## config.mk

```make
export PLATFORM = sky130hd
export DESIGN_NAME = ocu_output_compare
export DESIGN_NICKNAME = d
export VERILOG_FILES = /design/src/rtl/ocu_pkg.sv /design/src/rtl/ocu_output_compare.sv /design/src/rtl/ocu_compare_channel.sv /design/src/rtl/ocu_pin_drive.sv
export SDC_FILE = /design/constraint.sdc
export NUM_CORES = 1
export LEC_CHECK = 0
export ABC_AREA = 1
export BUFFER_PORTS_ARGS = -buffer_cell sky130_fd_sc_hd__buf_4
export CORE_MARGIN = 3
export CORE_UTILIZATION = 45
export DETAILED_ROUTE_END_ITERATION = 8
export HOLD_SLACK_MARGIN = 0.05
export MAX_ROUTING_LAYER = met4
export PLACE_DENSITY_LB_ADDON = 0.12
export SYNTH_ARGS = -nofsm -noshare
export SYNTH_HDL_FRONTEND = slang
export SYNTH_HIERARCHICAL = 1
export SYNTH_SLANG_ARGS = --single-unit
```

## constraint.sdc

```tcl
create_clock -name i_sys_clk -period 2.2 [get_ports i_sys_clk]
set_input_delay 0.22 -clock i_sys_clk [delete_from_list [all_inputs] [get_ports i_sys_clk]]
set_output_delay 0.22 -clock i_sys_clk [all_outputs]
set_load 0.03 [all_outputs]
```

## src/rtl/ocu_pkg.sv

```systemverilog
/*
 * constants for the five-channel output compare unit: register byte
 * addresses, field positions, reset values and the pin action encoding.
 * assumes a byte-wide register port with 16-bit byte addresses.
 */
package ocu_pkg;

   // ************************************************************
   // widths
   // ************************************************************
   localparam int OCU_ADDR_W = 16;
   localparam int OCU_DATA_W = 8;
   localparam int OCU_CNT_W  = 16;
   localparam int OCU_NUM_CH = 5;

   // ************************************************************
   // register byte addresses
   // ************************************************************
   localparam logic [15:0] OCU_ADDR_PIN_MASK = 16'h100c;
   localparam logic [15:0] OCU_ADDR_PIN_DATA = 16'h100d;
   localparam logic [15:0] OCU_ADDR_CMP1_HI  = 16'h1016;
   localparam logic [15:0] OCU_ADDR_CMP2_HI  = 16'h1018;
   localparam logic [15:0] OCU_ADDR_CMP3_HI  = 16'h101a;
   localparam logic [15:0] OCU_ADDR_CMP4_HI  = 16'h101c;
   localparam logic [15:0] OCU_ADDR_CMP5_HI  = 16'h101e;
   localparam logic [15:0] OCU_ADDR_CTRL1    = 16'h1020;
   localparam logic [15:0] OCU_ADDR_MASK1    = 16'h1022;
   localparam logic [15:0] OCU_ADDR_FLAG1    = 16'h1023;
   localparam logic [15:0] OCU_ADDR_PULSE_ACCUMULATOR_CONTROL    = 16'h1026;

   // ************************************************************
   // fields and reset values
   // ************************************************************
   localparam int          OCU_FIELD_LSB   = 3;
   localparam int          OCU_SEL_BIT     = 2;
   localparam logic [15:0] OCU_CMP_RESET   = 16'hffff;
   localparam logic [4:0]  OCU_FIELD_RESET = 5'h00;
   localparam logic [7:0]  OCU_CTRL_RESET  = 8'h00;
   localparam logic        OCU_SEL_RESET   = 1'b0;

   // ************************************************************
   // pin action on a match
   // ************************************************************
   typedef enum logic [1:0] {
      OCU_ACT_OFF    = 2'b00,
      OCU_ACT_TOGGLE = 2'b01,
      OCU_ACT_CLEAR  = 2'b10,
      OCU_ACT_SET    = 2'b11
   } ocu_action_t;

endpackage

```

## src/rtl/ocu_output_compare.sv

```systemverilog
/*
 * five-channel output compare unit: compare registers, flag and mask
 * registers, pin action control and channel-one multi-pin action.
 * assumes a byte-wide register port on the same clock, and the free
 * running counter supplied by the timer core on the same clock.
 */
// Design decision made here: strobed register access.
`timescale 1ns/100ps
module ocu_output_compare
   import ocu_pkg::*;
#(
   parameter int NUM_CH = OCU_NUM_CH,
   parameter int CNT_W  = OCU_CNT_W
)(
   input  wire logic                  i_sys_clk,
   input  wire logic                  i_sys_rst,
   input  wire logic [OCU_ADDR_W-1:0] i_addr,
   input  wire logic [OCU_DATA_W-1:0] i_wdata,
   input  wire logic                  i_wr,
   input  wire logic                  i_rd,
   input  wire logic [CNT_W-1:0]      i_free_running_counter,
   output logic [OCU_DATA_W-1:0]      o_rdata,
   output logic                       o_irq,
   output logic [NUM_CH-1:0]          o_port_level,
   output logic [NUM_CH-1:0]          o_port_timer_drive,
   output logic [NUM_CH-1:0]          o_compare_match
);

   // ************************************************************
   // helpers
   // ************************************************************

   // channel i (0 is channel one) owns flag, mask and port index 4-i
   function automatic int ocu_slot(input int ch);
      ocu_slot = NUM_CH - 1 - ch;
   endfunction

   function automatic logic [15:0] ocu_cmp_addr(input int ch, input logic lo);
      ocu_cmp_addr = OCU_ADDR_CMP1_HI + 16'(2 * ch) + {15'h0000, lo};
   endfunction

   // implemented bits seven to three of a flag, mask or pin field byte
   function automatic logic [NUM_CH-1:0] ocu_field(input logic [OCU_DATA_W-1:0] d);
      ocu_field = d[OCU_DATA_W-1:OCU_FIELD_LSB];
   endfunction

   // ************************************************************
   // state
   // ************************************************************
   logic [CNT_W-1:0]      cmp_q [NUM_CH];
   logic [NUM_CH-1:0]     inhibit_q;
   logic [NUM_CH-1:0]     pin_mask_q;
   logic [NUM_CH-1:0]     pin_data_q;
   logic [7:0]            ctrl1_q;
   logic [NUM_CH-1:0]     irq_mask_q;
   logic [NUM_CH-1:0]     flag_q;
   logic [NUM_CH-1:0]     flag_d;
   logic                  sel_capture_q;
   logic [OCU_DATA_W-1:0] rdata_d;
   logic [OCU_DATA_W-1:0] rdata_q;
   logic [NUM_CH-1:0]     match;
   logic [NUM_CH-1:0]     match_slot;
   logic [NUM_CH-1:0]     ch_enable;
   logic [NUM_CH-1:0]     hi_wr;
   logic [NUM_CH-1:0]     lo_wr;
   logic                  wr_pin_mask;
   logic                  wr_pin_data;
   logic                  wr_ctrl1;
   logic                  wr_irq_mask;
   logic                  wr_flag;
   logic                  wr_select;
   ocu_action_t           action [NUM_CH];

   // ************************************************************
   // address decode
   // ************************************************************
   always_comb
   begin
      for (int i = 0; i < NUM_CH; i++)
      begin
         hi_wr[i] = i_wr && (i_addr == ocu_cmp_addr(i, 1'b0));
         lo_wr[i] = i_wr && (i_addr == ocu_cmp_addr(i, 1'b1));
      end
      // writes to the shared register are ignored while it captures
      hi_wr[NUM_CH-1] = hi_wr[NUM_CH-1] & ~sel_capture_q;
      lo_wr[NUM_CH-1] = lo_wr[NUM_CH-1] & ~sel_capture_q;
   end

   // one write strobe for each single-byte register
   assign wr_pin_mask = i_wr && (i_addr == OCU_ADDR_PIN_MASK);
   assign wr_pin_data = i_wr && (i_addr == OCU_ADDR_PIN_DATA);
   assign wr_ctrl1    = i_wr && (i_addr == OCU_ADDR_CTRL1);
   assign wr_irq_mask = i_wr && (i_addr == OCU_ADDR_MASK1);
   assign wr_flag     = i_wr && (i_addr == OCU_ADDR_FLAG1);
   assign wr_select   = i_wr && (i_addr == OCU_ADDR_PULSE_ACCUMULATOR_CONTROL);

   // ************************************************************
   // compare registers
   // ************************************************************
   always_ff @(posedge i_sys_clk)
   begin
      if (i_sys_rst)
      begin
         for (int i = 0; i < NUM_CH; i++)
            cmp_q[i] <= OCU_CMP_RESET;
      end
      else
      begin
         for (int i = 0; i < NUM_CH; i++)
         begin
            if (hi_wr[i])
               cmp_q[i][CNT_W-1:8] <= i_wdata;
            if (lo_wr[i])
               cmp_q[i][7:0] <= i_wdata;
         end
      end
   end

   // the cycle after a high byte write holds a half-new value
   always_ff @(posedge i_sys_clk)
   begin
      if (i_sys_rst)
         inhibit_q <= '0;
      else
         inhibit_q <= hi_wr;
   end

   // ************************************************************
   // control registers
   // ************************************************************
   always_ff @(posedge i_sys_clk)
   begin
      if (i_sys_rst)
      begin
         pin_mask_q <= OCU_FIELD_RESET;
         pin_data_q <= OCU_FIELD_RESET;
      end
      else
      begin
         if (wr_pin_mask)
            pin_mask_q <= ocu_field(i_wdata);
         if (wr_pin_data)
            pin_data_q <= ocu_field(i_wdata);
      end
   end

   always_ff @(posedge i_sys_clk)
   begin
      if (i_sys_rst)
         ctrl1_q <= OCU_CTRL_RESET;
      else if (wr_ctrl1)
         ctrl1_q <= i_wdata;
   end

   always_ff @(posedge i_sys_clk)
   begin
      if (i_sys_rst)
         irq_mask_q <= OCU_FIELD_RESET;
      else if (wr_irq_mask)
         irq_mask_q <= ocu_field(i_wdata);
   end

   always_ff @(posedge i_sys_clk)
   begin
      if (i_sys_rst)
         sel_capture_q <= OCU_SEL_RESET;
      else if (wr_select)
         sel_capture_q <= i_wdata[OCU_SEL_BIT];
   end

   // ************************************************************
   // comparators
   // ************************************************************
   always_comb
   begin
      ch_enable = '1;
      ch_enable[NUM_CH-1] = ~sel_capture_q;
   end

   for (genvar g = 0; g < NUM_CH; g++)
   begin : g_cmp
      ocu_compare_channel #(
         .CNT_W (CNT_W)
      ) u_cmp (
         .i_sys_clk (i_sys_clk),
         .i_sys_rst (i_sys_rst),
         .i_compare (cmp_q[g]),
         .i_counter (i_free_running_counter),
         .i_inhibit (inhibit_q[g]),
         .i_enable  (ch_enable[g]),
         .o_match   (match[g])
      );
   end

   always_comb
   begin
      for (int i = 0; i < NUM_CH; i++)
         match_slot[ocu_slot(i)] = match[i];
   end

   // ************************************************************
   // flags and interrupt
   // ************************************************************
   always_comb
   begin
      flag_d = flag_q;
      if (wr_flag)
         flag_d = flag_d & ~ocu_field(i_wdata);
      // a match in the clearing cycle still sets the flag
      flag_d = flag_d | match_slot;
   end

   always_ff @(posedge i_sys_clk)
   begin
      if (i_sys_rst)
         flag_q <= OCU_FIELD_RESET;
      else
         flag_q <= flag_d;
   end

   assign o_irq = |(flag_q & irq_mask_q);

   // ************************************************************
   // pin actions
   // ************************************************************
   always_comb
   begin
      action[0] = OCU_ACT_OFF;
      for (int i = 1; i < NUM_CH; i++)
         action[i] = ocu_action_t'(ctrl1_q[9-2*i -: 2]);
      if (sel_capture_q)
         action[NUM_CH-1] = OCU_ACT_OFF;
   end

   for (genvar g = 0; g < NUM_CH; g++)
   begin : g_pin
      // action runs on every match regardless of the flag state
      ocu_pin_drive u_pin (
         .i_sys_clk     (i_sys_clk),
         .i_sys_rst     (i_sys_rst),
         .i_own_match   (match[g]),
         .i_action      (action[g]),
         .i_ch1_match   (match[0]),
         .i_ch1_mask    (pin_mask_q[ocu_slot(g)]),
         .i_ch1_data    (pin_data_q[ocu_slot(g)]),
         .o_level       (o_port_level[ocu_slot(g)]),
         .o_timer_drive (o_port_timer_drive[ocu_slot(g)])
      );
   end

   assign o_compare_match = match;

   // ************************************************************
   // read path
   // ************************************************************
   always_comb
   begin
      rdata_d = 8'h00;
      for (int i = 0; i < NUM_CH; i++)
      begin
         if (i_addr == ocu_cmp_addr(i, 1'b0))
            rdata_d = cmp_q[i][CNT_W-1:8];
         if (i_addr == ocu_cmp_addr(i, 1'b1))
            rdata_d = cmp_q[i][7:0];
      end
      unique case (i_addr)
         OCU_ADDR_PIN_MASK: rdata_d = {pin_mask_q, 3'h0};
         OCU_ADDR_PIN_DATA: rdata_d = {pin_data_q, 3'h0};
         OCU_ADDR_CTRL1:    rdata_d = ctrl1_q;
         OCU_ADDR_MASK1:    rdata_d = {irq_mask_q, 3'h0};
         OCU_ADDR_FLAG1:    rdata_d = {flag_q, 3'h0};
         OCU_ADDR_PULSE_ACCUMULATOR_CONTROL:    rdata_d = 8'(sel_capture_q) << OCU_SEL_BIT;
         default:           rdata_d = rdata_d;
      endcase
      if (!i_rd)
         rdata_d = 8'h00;
   end

   always_ff @(posedge i_sys_clk)
   begin
      if (i_sys_rst)
         rdata_q <= 8'h00;
      else
         rdata_q <= rdata_d;
   end

   assign o_rdata = rdata_q;

endmodule

```

## src/rtl/ocu_compare_channel.sv

```systemverilog
/*
 * one equality comparator of the output compare unit.
 * assumes the counter comes from logic on the same clock.
 */
`timescale 1ns/100ps
module ocu_compare_channel
   import ocu_pkg::*;
#(
   parameter int CNT_W = OCU_CNT_W
)(
   input  wire logic             i_sys_clk,
   input  wire logic             i_sys_rst,
   input  wire logic [CNT_W-1:0] i_compare,
   input  wire logic [CNT_W-1:0] i_counter,
   input  wire logic             i_inhibit,
   input  wire logic             i_enable,
   output logic                  o_match
);

   logic equal;
   logic equal_q;

   // compared every clock; a held counter value matches only once
   assign equal = (i_compare == i_counter);

   always_ff @(posedge i_sys_clk)
   begin
      if (i_sys_rst)
         equal_q <= 1'b0;
      else
         equal_q <= equal;
   end

   assign o_match = equal & ~equal_q & ~i_inhibit & i_enable;

endmodule

```

## src/rtl/ocu_pin_drive.sv

```systemverilog
/*
 * level of one compare output pin, moved by its own channel and by
 * channel one through the pin mask and pin data bits.
 * assumes match inputs are one-cycle pulses on the same clock.
 */
`timescale 1ns/100ps
module ocu_pin_drive
   import ocu_pkg::*;
(
   input  wire logic        i_sys_clk,
   input  wire logic        i_sys_rst,
   input  wire logic        i_own_match,
   input  ocu_action_t      i_action,
   input  wire logic        i_ch1_match,
   input  wire logic        i_ch1_mask,
   input  wire logic        i_ch1_data,
   output logic             o_level,
   output logic             o_timer_drive
);

   logic level_q;
   logic level_d;

   always_comb
   begin
      level_d = level_q;
      if (i_own_match)
      begin
         unique case (i_action)
            OCU_ACT_OFF:    level_d = level_q;
            OCU_ACT_TOGGLE: level_d = ~level_q;
            OCU_ACT_CLEAR:  level_d = 1'b0;
            OCU_ACT_SET:    level_d = 1'b1;
         endcase
      end
      // channel one is applied last, so it wins a same-cycle clash
      if (i_ch1_match && i_ch1_mask)
         level_d = i_ch1_data;
   end

   always_ff @(posedge i_sys_clk)
   begin
      if (i_sys_rst)
         level_q <= 1'b0;
      else
         level_q <= level_d;
   end

   assign o_level       = level_q;
   assign o_timer_drive = (i_action != OCU_ACT_OFF) | i_ch1_mask;

endmodule

```

==> results of run 1 <==
[routing by layer]
metal  wire length (um)  up-vias  GRT usage
met2              10760      275     0.3986
met4                747        0     0.1081
li1                   -     3826          -
met1              10260     3384     0.3359
met5                  0        -          -
met3               1607       53    0.04638
[through the flow]
step	area [sq um]	instances	utilization	setup TNS [ns]	total power [mW]
after detailed placement	8950	1493	0.5340	-0.003546	3.089
after floorplan	7800	1165	-	0	2.874
after global placement	8950	1493	0.5340	0	3.084
final	9579	1532	0.5716	0	5.541
after global routing	9579	1532	0.5716	-0.01069	5.725
after CTS	9507	1527	0.5672	0	5.562
[sequential cells by signal, indices dropped and copies added (netlist names)]
name,count
flag_q,5
inhibit_q,5
g_pin.u_pin/o_level,5
cmp_q,80
pin_data_q,5
o_rdata,8
ctrl1_q,8
irq_mask_q,5
pin_mask_q,5
g_cmp.u_cmp/equal_q,5
sel_capture_q,1
[synthesized netlist by cell type, drive strengths merged, types with 4 or more instances]
library cell / count
nor3: 4
or2: 8
nand2: 363
edfxtp: 80
a21oi: 58
a221oi: 5
buf: 8
inv: 233
nand3: 53
o21ai: 50
nor2: 214
dfxtp: 52
clkbuf: 4
nor4: 4
[where the power goes]
group / switching [mW] / internal (mW) / total (mW)
combinational: 0.266 / 0.149 / 0.416
sequential: 0.00924 / 2.62 / 2.63
clock: 0.997 / 1.50 / 2.49
[final timing paths]
| check | cells after the start | from | endpoint |
|---|---|---|---|
| worst max register to register | 14 | cmp_q[0][14] | g_pin[1].u_pin/o_level |
| worst max-delay path | 8 | cmp_q[3][15] | o_compare_match[3] |
| worst min-delay path | 3 | i_wdata[0] | ctrl1_q[0] |
| worst min register to register | 2 | pin_data_q[2] | pin_data_q[2] |
[final cells by class]
class                      count  area (sq um)
inverter                     234         878.3
clock buffer                  27         483.0
tap                          220         275.3
multi-input combinational    787          3472
timing repair buffer         127         997.2
fill                        1608          7181
clock inverter                 5         30.03
sequential                   132          3443
[what timing repair did]
item / CTS / global route
setup buffers: 1 / 5
hold buffers: 1 / 0
endpoints found under the setup margin: 5 / 5
cloned: 0 / 0
resized for setup: 8 / 12
endpoints found under the hold margin: 1 / 0
[worst min-delay path, delay by kind of cell]
kind                   cells  cell delay, ns
buffers and inverters      2            0.14
AOI/OAI and AO/OA          1            0.12
[cells by family after synthesis]
group | after synthesis | synth area share
and+or+nand+nor | 650 | 0.3461
buffers and inverters | 246 | 0.1213
DFF | 132 | 0.4434
AOI/OAI and AO/OA | 126 | 0.08829
other | 2 | 0.0009670
==> flow_metrics.tcl, run 1 <==
set metrics [dict create \
    ys_ff_latch 132 \
    leakage_nw 4.973 \
    path_cells "nand2_1 > nand2_1 > nor2_1 > nand2_1 > nor2_1 > nand2_1 > nor2_4 > buf_4" \
    drc_errors 0 \
    wl_um 23370 \
    crit_buf_inv 1 \
    r2r_slack_ns 0.26 \
    slowest_stage "edfxtp_1" \
    die_w_um 137.4 \
    slew_headroom 0.6034 \
    cts_tree "yes" \
    pre_cts_slack_ns -0.0006117 \
    ctsHtreeMaxLevel 4 \
    fin_hold_ws_ns 0.09771 \
    setup_violations 0 \
    grt_setup_unrepaired "true" \
    drt-vias-per-instance 4.920 \
    post_synth_num_cell_types 36 \
    synthTopCellsByArea "edfxtp_1, nand2_1, dfxtp_1" \
    cts.sinks 132 \
    overflow 0 \
    cts_made_buffers 17 \
    drt_pass1_iterations 5 \
    cpPeakStageDelay_ns 0.44 \
    path_clk_slew_ns 0.05 \
    crit_path_max_fanout 4 \
    die_y_um 137.4 \
    io_pins 68 \
    setup.worst_path.start_class "flip-flop" \
    outcome "finished, final reports clean" \
    grt_usage 0.2580 \
    drtIter0Drc 778 \
    ant_nets 0 \
    yosys_most_used_dff "edfxtp_1" \
    layout_commonest_cell "nand2_1" \
    rows 47 \
    cp-end-kind "output port" \
    arrival_ns 1.90 \
    dp_hpwl_um 18110 \
    cts.path.max_buffers 2 \
    synth-edff-count 80 \
    cap_violations 0 \
    peakVddDrop_v 0.0003829 \
    critical-path-top-delay-family "simple AND/OR/NAND/NOR gates" \
    yosysTopAreaCellShare 0.3093 \
    grt_max_degree 23 \
    netlist_area_sq_mm 0.007766 \
    yosysTopAreaCell "edfxtp_1" \
    tightest_slew_ns 0.5949 \
    final_cell_mix "nand2_1, inv_1, nor2_1, buf_4, edfxtp_1" \
    final_max_slew_viol_count 0 \
    worst_clock_skew_ns 0.008371 \
    coreArea_sq_mm 0.01676 \
    area_growth_pct 23.34 \
    syn_area_per_cell_sq_um 6.718 \
    clk_latency_ns 0.42 \
    fin_crit_ns 2.118 \
    synthCells 1156 \
    fp.dieArea_sq_mm 0.01887 \
    antenna_found_initial 0 \
    clockRootBuffer "clkbuf_16" \
    start_util 0.4634 \
    crit_type "flip-flop to output port" \
    fin_ws_ns 0.08171 \
    max_freq_ghz 0.4721 \
    cp.required_ns 1.98 \
    drive_gt1_frac 0.1601 \
    via_count 7538 \
    p_per_area_mw_per_mm2 578.5 \
    routedWlPerCell_um 15.26 \
    synth_warnings 6 \
    path_common_cell "nand2_1" \
    synth_seq_area_share 0.4434 \
    hold_viol 0 \
    globalplace.congestion 0.9377 \
    antenna_cells 0 \
    hold_path.class "input pin to flip-flop" \
    fin_crit_sh 0.9629 \
    nets 1343 \
    numPortBuffers 67 \
    grt_pass1_vias 6499 \
    grt_pass1_wl_um 35140 \
    async_reset_ff_frac 0 \
]
(Power assumes the default switching activity.)
==> run 2, diff against run 1 <==
- HOLD_SLACK_MARGIN: 0.05 -> 0.1
==> run 2 against run 1 <==
Compared with the run above:
- sequential share of layout area down 0.075 points
- global-route usage unchanged
- clock skew about the same
- hold slack better by 0.019 ns
- sequential power about the same
==> flow_metrics.tcl, run 2 (synthesis gave the netlist of run 1 again) <==
set metrics [dict create \
    fin_ws_ns 0.09265 \
    via_count 7537 \
    max_freq_ghz 0.4745 \
    hold_path.class "input pin to flip-flop" \
    routedWlPerCell_um 15.19 \
    start_util 0.4634 \
    path_cells "nor2_1 > nor2_1 > nor2_1 > nand2_1 > nor2_1 > nand2_2 > nor2_4 > buf_4" \
    clk_latency_ns 0.42 \
    seq_power_share 0.475 \
    cts.path.max_buffers 2 \
    p_comb_frac 0.075 \
    die_w_um 137.4 \
    fin_crit_ns 2.107 \
    p_per_area_mw_per_mm2 577.4 \
    setup.worst_path.start_class "flip-flop" \
    peakVddDrop_v 0.0003836 \
    power_frac_clock 0.450 \
    hold_viol 0 \
    cp.required_ns 1.98 \
    area_growth_pct 23.60 \
    rows 47 \
    cap_violations 0 \
    cts_tree "yes" \
    drive_gt1_frac 0.1598 \
    slowest_stage "edfxtp_1" \
    drc_errors 0 \
    cp-end-kind "output port" \
    path_common_cell "nor2_1" \
    cts_made_buffers 17 \
    antenna_cells 0 \
    crit_path_max_fanout 4 \
    largest_reg_flops 80 \
    grt_pass1_wl_um 35140 \
    layout_commonest_cell "nand2_1" \
    setup_violations 0 \
    grt_setup_unrepaired "true" \
    dp_hpwl_um 18110 \
    leakage_nw 4.982 \
    drt-vias-per-instance 4.913 \
    arrival_ns 1.89 \
    fin_hold_ws_ns 0.1171 \
    grt_usage 0.2580 \
    cpPeakStageDelay_ns 0.42 \
    ant_nets 0 \
    path_clk_slew_ns 0.06 \
    swShare 0.2295 \
    final_cell_mix "nand2_1, inv_1, nor2_1, buf_4, edfxtp_1" \
    die_y_um 137.4 \
    pre_cts_slack_ns -0.0006117 \
    ctsHtreeMaxLevel 4 \
    drt_pass1_iterations 5 \
    wl_um 23310 \
    drtIter0Drc 773 \
    worst_clock_skew_ns 0.007973 \
    intPower_mw 4.270 \
    grt_pass1_vias 6496 \
    p_sw_mw 1.272 \
    cts.sinks 132 \
    fp.dieArea_sq_mm 0.01887 \
    grt_max_degree 23 \
    outcome "finished, final reports clean" \
    globalplace.congestion 0.9377 \
    overflow 0 \
    final_max_slew_viol_count 0 \
    numPortBuffers 67 \
    coreArea_sq_mm 0.01676 \
    crit_type "flip-flop to output port" \
    nets 1345 \
    tightest_slew_ns 0.5483 \
    io_pins 68 \
    antenna_found_initial 0 \
    fin_crit_sh 0.9579 \
    clockRootBuffer "clkbuf_16" \
    top_register "cmp_q" \
    slew_headroom 0.6344 \
]
-- run 2: cell types whose count changed in the layout (fill, tap and decap cells not counted) --
| cell | change |
|---|---|
| dlygate4sd3_1 | +2 |
-- run 2: worst paths after layout --
| kind | cells past startpoint | endpoint | slack [ns] | startpoint |
|---|---|---|---|---|
| max | 8 | o_compare_match[2] | 0.09 | cmp_q[2][13] |
| min | 3 | pin_data_q[1] | 0.12 | i_wdata[4] |
| max reg2reg | 14 | g_pin[1].u_pin/o_level | 0.26 | cmp_q[0][1] |
| min reg2reg | 2 | pin_data_q[2] | 0.47 | pin_data_q[2] |
-- run 2: cell type report --
cell class                      instances  area (sq um)
Multi-Input combinational cell        787          3472
Tap cell                              220         275.3
Clock buffer                           27         483.0
Clock inverter                          5         30.03
Inverter                              234         878.3
Timing Repair Buffer                  129          1017
Fill cell                            1605          7161
Sequential cell                       132          3443
-- run 2: stage by stage --
step | total power, mW | util | area (sq um) | TNS, ns | instances
detailed placement | 3.089 | 0.5340 | 8950 | -0.003546 | 1493
CTS | 5.564 | 0.5684 | 9527 | 0 | 1529
floorplan | 2.874 | - | 7800 | 0 | 1165
global placement | 3.084 | 0.5340 | 8950 | 0 | 1493
global route | 5.728 | 0.5728 | 9599 | -0.01069 | 1534
finish | 5.543 | 0.5728 | 9599 | 0 | 1534
-- run 2: power by group through the flow --
stage | sequential (mW) | combinational, mW | clock (mW)
2_1_floorplan | 2.68 | 0.193 | 0
6_report | 2.63 | 0.417 | 2.49
3_5_place_dp | 2.68 | 0.404 | 0
4_1_cts | 2.63 | 0.412 | 2.52
5_1_grt | 2.63 | 0.465 | 2.63
3_3_place_gp | 2.68 | 0.399 | 0
-- run 2: metal layers --
metal  track usage  routed length [um]  vias up
met5             -                   0        -
met4        0.1081                 732        0
met3       0.04638                1709       49
met2        0.3986               10760      276
met1        0.3359               10110     3379
li1              -                   -     3833
-- run 2: worst max-delay path, delay by kind of cell, from the launching register on --
family	cells	cell delay, ns
simple gates	7	0.85
flops	1	0.42
buf+inv	1	0.19
-- run 2: timing repair --
action | CTS | global route
setup endpoints to repair | 5 | 5
resized for setup | 8 | 12
hold buffers | 3 | 0
setup buffers | 1 | 5
hold endpoints to repair | 3 | 0
==> run 3, diff against run 2 <==
- GPL_TIMING_DRIVEN: default -> 0
- TNS_END_PERCENT: default -> 1
==> run 3 against run 2 <==
Compared with the run above:
- the flow now finishes with violations (setup timing)
- cell area decreased by 3.2%
- combinational power decreased by 10%
- non-clock buffer count decreased by 41
- sequential power about the same
- critical path type unchanged
==> flow_metrics.tcl, run 3 (synthesis gave the netlist of run 1 again) <==
set metrics [dict create \
    clk_latency_ns 0.42 \
    cap_violations 0 \
    globalplace.congestion 0.8569 \
    worst_clock_skew_ns 0.006312 \
    crit_type "flip-flop to output port" \
    seq_power_share 0.453 \
    final_max_slew_viol_count 0 \
    layout_commonest_cell "nand2_1" \
    drive_gt1_frac 0.1273 \
    finish.instance_area_sq_mm 0.009291 \
    ant_nets 0 \
    arrival_ns 1.98 \
    crit_path_max_fanout 8 \
    cpPeakStageDelay_ns 0.42 \
    pre_cts_slack_ns -0.6828 \
    final_cell_mix "nand2_1, inv_1, nor2_1, edfxtp_1, buf_4" \
    cp-end-kind "output port" \
    cts_made_buffers 17 \
    p_per_area_mw_per_mm2 625.0 \
    max_freq_ghz 0.4539 \
    grt_max_degree 17 \
    leakage_nw 4.777 \
    routedWlPerCell_um 14.11 \
    fin_ws_ns -0.003138 \
    clockRootBuffer "clkbuf_16" \
    path_cells "nor2_1 > nor2_1 > nor2_1 > nand2_1 > nor2_1 > nand2_1 > nor2_4 > buf_4" \
    setup.worst_path.start_class "flip-flop" \
    nets 1304 \
    area_growth_pct 19.64 \
    tightest_slew_ns 1.091 \
    via_count 7296 \
    fp.dieArea_sq_mm 0.01887 \
    hold_viol 0 \
    die_w_um 137.4 \
    top_register "cmp_q" \
    slowest_stage "edfxtp_1" \
    rows 47 \
    fin_crit_sh 1.001 \
    power_frac_clock 0.482 \
    fin_setup_tns_ns -0.003138 \
    wl_um 21070 \
    largest_reg_flops 80 \
    outcome "complete, but fails checks" \
    overflow 0 \
    peakVddDrop_v 0.0005650 \
    grt_usage 0.2370 \
    swShare 0.2252 \
    antenna_found_initial 0 \
    violations "setup timing" \
    io_pins 68 \
    dp_hpwl_um 16100 \
    worst-r2r-cell-count 13 \
    fin_hold_ws_ns 0.1082 \
    cp.required_ns 1.98 \
    p_sw_mw 1.308 \
    cts.sinks 132 \
    cts_tree "yes" \
    drtIter0Drc 508 \
    grt_setup_unrepaired "true" \
    fin_crit_ns 2.203 \
    drt-vias-per-instance 4.887 \
    path_clk_slew_ns 0.06 \
    p_comb_frac 0.065 \
    place_area_sq_mm 0.008578 \
    start_util 0.4634 \
    hold_path.class "input pin to flip-flop" \
    intPower_mw 4.499 \
    holdPathStages 3 \
    grt_pass1_vias 6400 \
    die_y_um 137.4 \
    numPortBuffers 67 \
    drt_pass1_iterations 5 \
    antenna_cells 0 \
    ctsHtreeMaxLevel 4 \
    cts.path.max_buffers 2 \
    coreArea_sq_mm 0.01676 \
    slew_headroom 0.2648 \
    drc_errors 0 \
    path_common_cell "nor2_1" \
    grt_pass1_wl_um 32800 \
    setup_violations 1 \
]
[run 3: worst paths after layout]
kind	from	to	slack [ns]
worst max-delay path	cmp_q[0][14]	o_compare_match[0]	-0.003
worst min register to register	pin_data_q[2]	pin_data_q[2]	0.47
worst min-delay path	i_wdata[5]	pin_mask_q[2]	0.11
worst max register to register	cmp_q[0][14]	g_pin[4].u_pin/o_level	0.20
[run 3: critical path, delay by kind of cell, from the launching register on]
kind | cells | cell delay [ns]
flops | 1 | 0.42
buf+inv | 1 | 0.22
simple gates | 7 | 0.91
[run 3: repair_timing]
action | CTS | global route
hold buffers | 4 | 0
buffers inserted | 0 | 4
pin swaps | 0 | 1
resized for setup | 11 | 11
endpoints found under the hold margin | 4 | 0
endpoints found under the setup margin | 69 | 114
[run 3: layer usage]
metal	vias up	GRT usage	part of all wire
li1	3756	-	-
met3	29	0.03981	0.062
met5	-	-	0
met1	3271	0.3108	0.45
met4	0	0.06707	0.017
met2	240	0.3809	0.47
[run 3: cell type report]
class / instances / area [sq um]
fill: 1626 / 7468
multi-input combinational: 787 / 3466
sequential: 132 / 3443
inverter: 234 / 878.3
timing repair buffer: 76 / 584.3
clock buffer: 23 / 478.0
tap: 220 / 275.3
clock inverter: 9 / 102.6
buffer: 12 / 63.81
[run 3: power by group through the flow]
| stage | clock (mW) | sequential (mW) | combinational, mW |
|---|---|---|---|
| floorplan | 0 | 2.68 | 0.193 |
| global placement | 0 | 2.68 | 0.356 |
| detailed placement | 0 | 2.68 | 0.363 |
| CTS | 2.82 | 2.63 | 0.372 |
| global route | 2.94 | 2.63 | 0.427 |
| finish | 2.80 | 2.63 | 0.375 |
[run 3: per-stage QoR]
| step | total power, mW | std cells | utilization |
|---|---|---|---|
| final | 5.807 | 1493 | 0.5544 |
| after global routing | 6.000 | 1493 | 0.5544 |
| after CTS | 5.827 | 1488 | 0.5502 |
| after detailed placement | 3.048 | 1452 | 0.5118 |
| after global placement | 3.040 | 1452 | 0.5118 |
| after floorplan | 2.874 | 1165 | - |
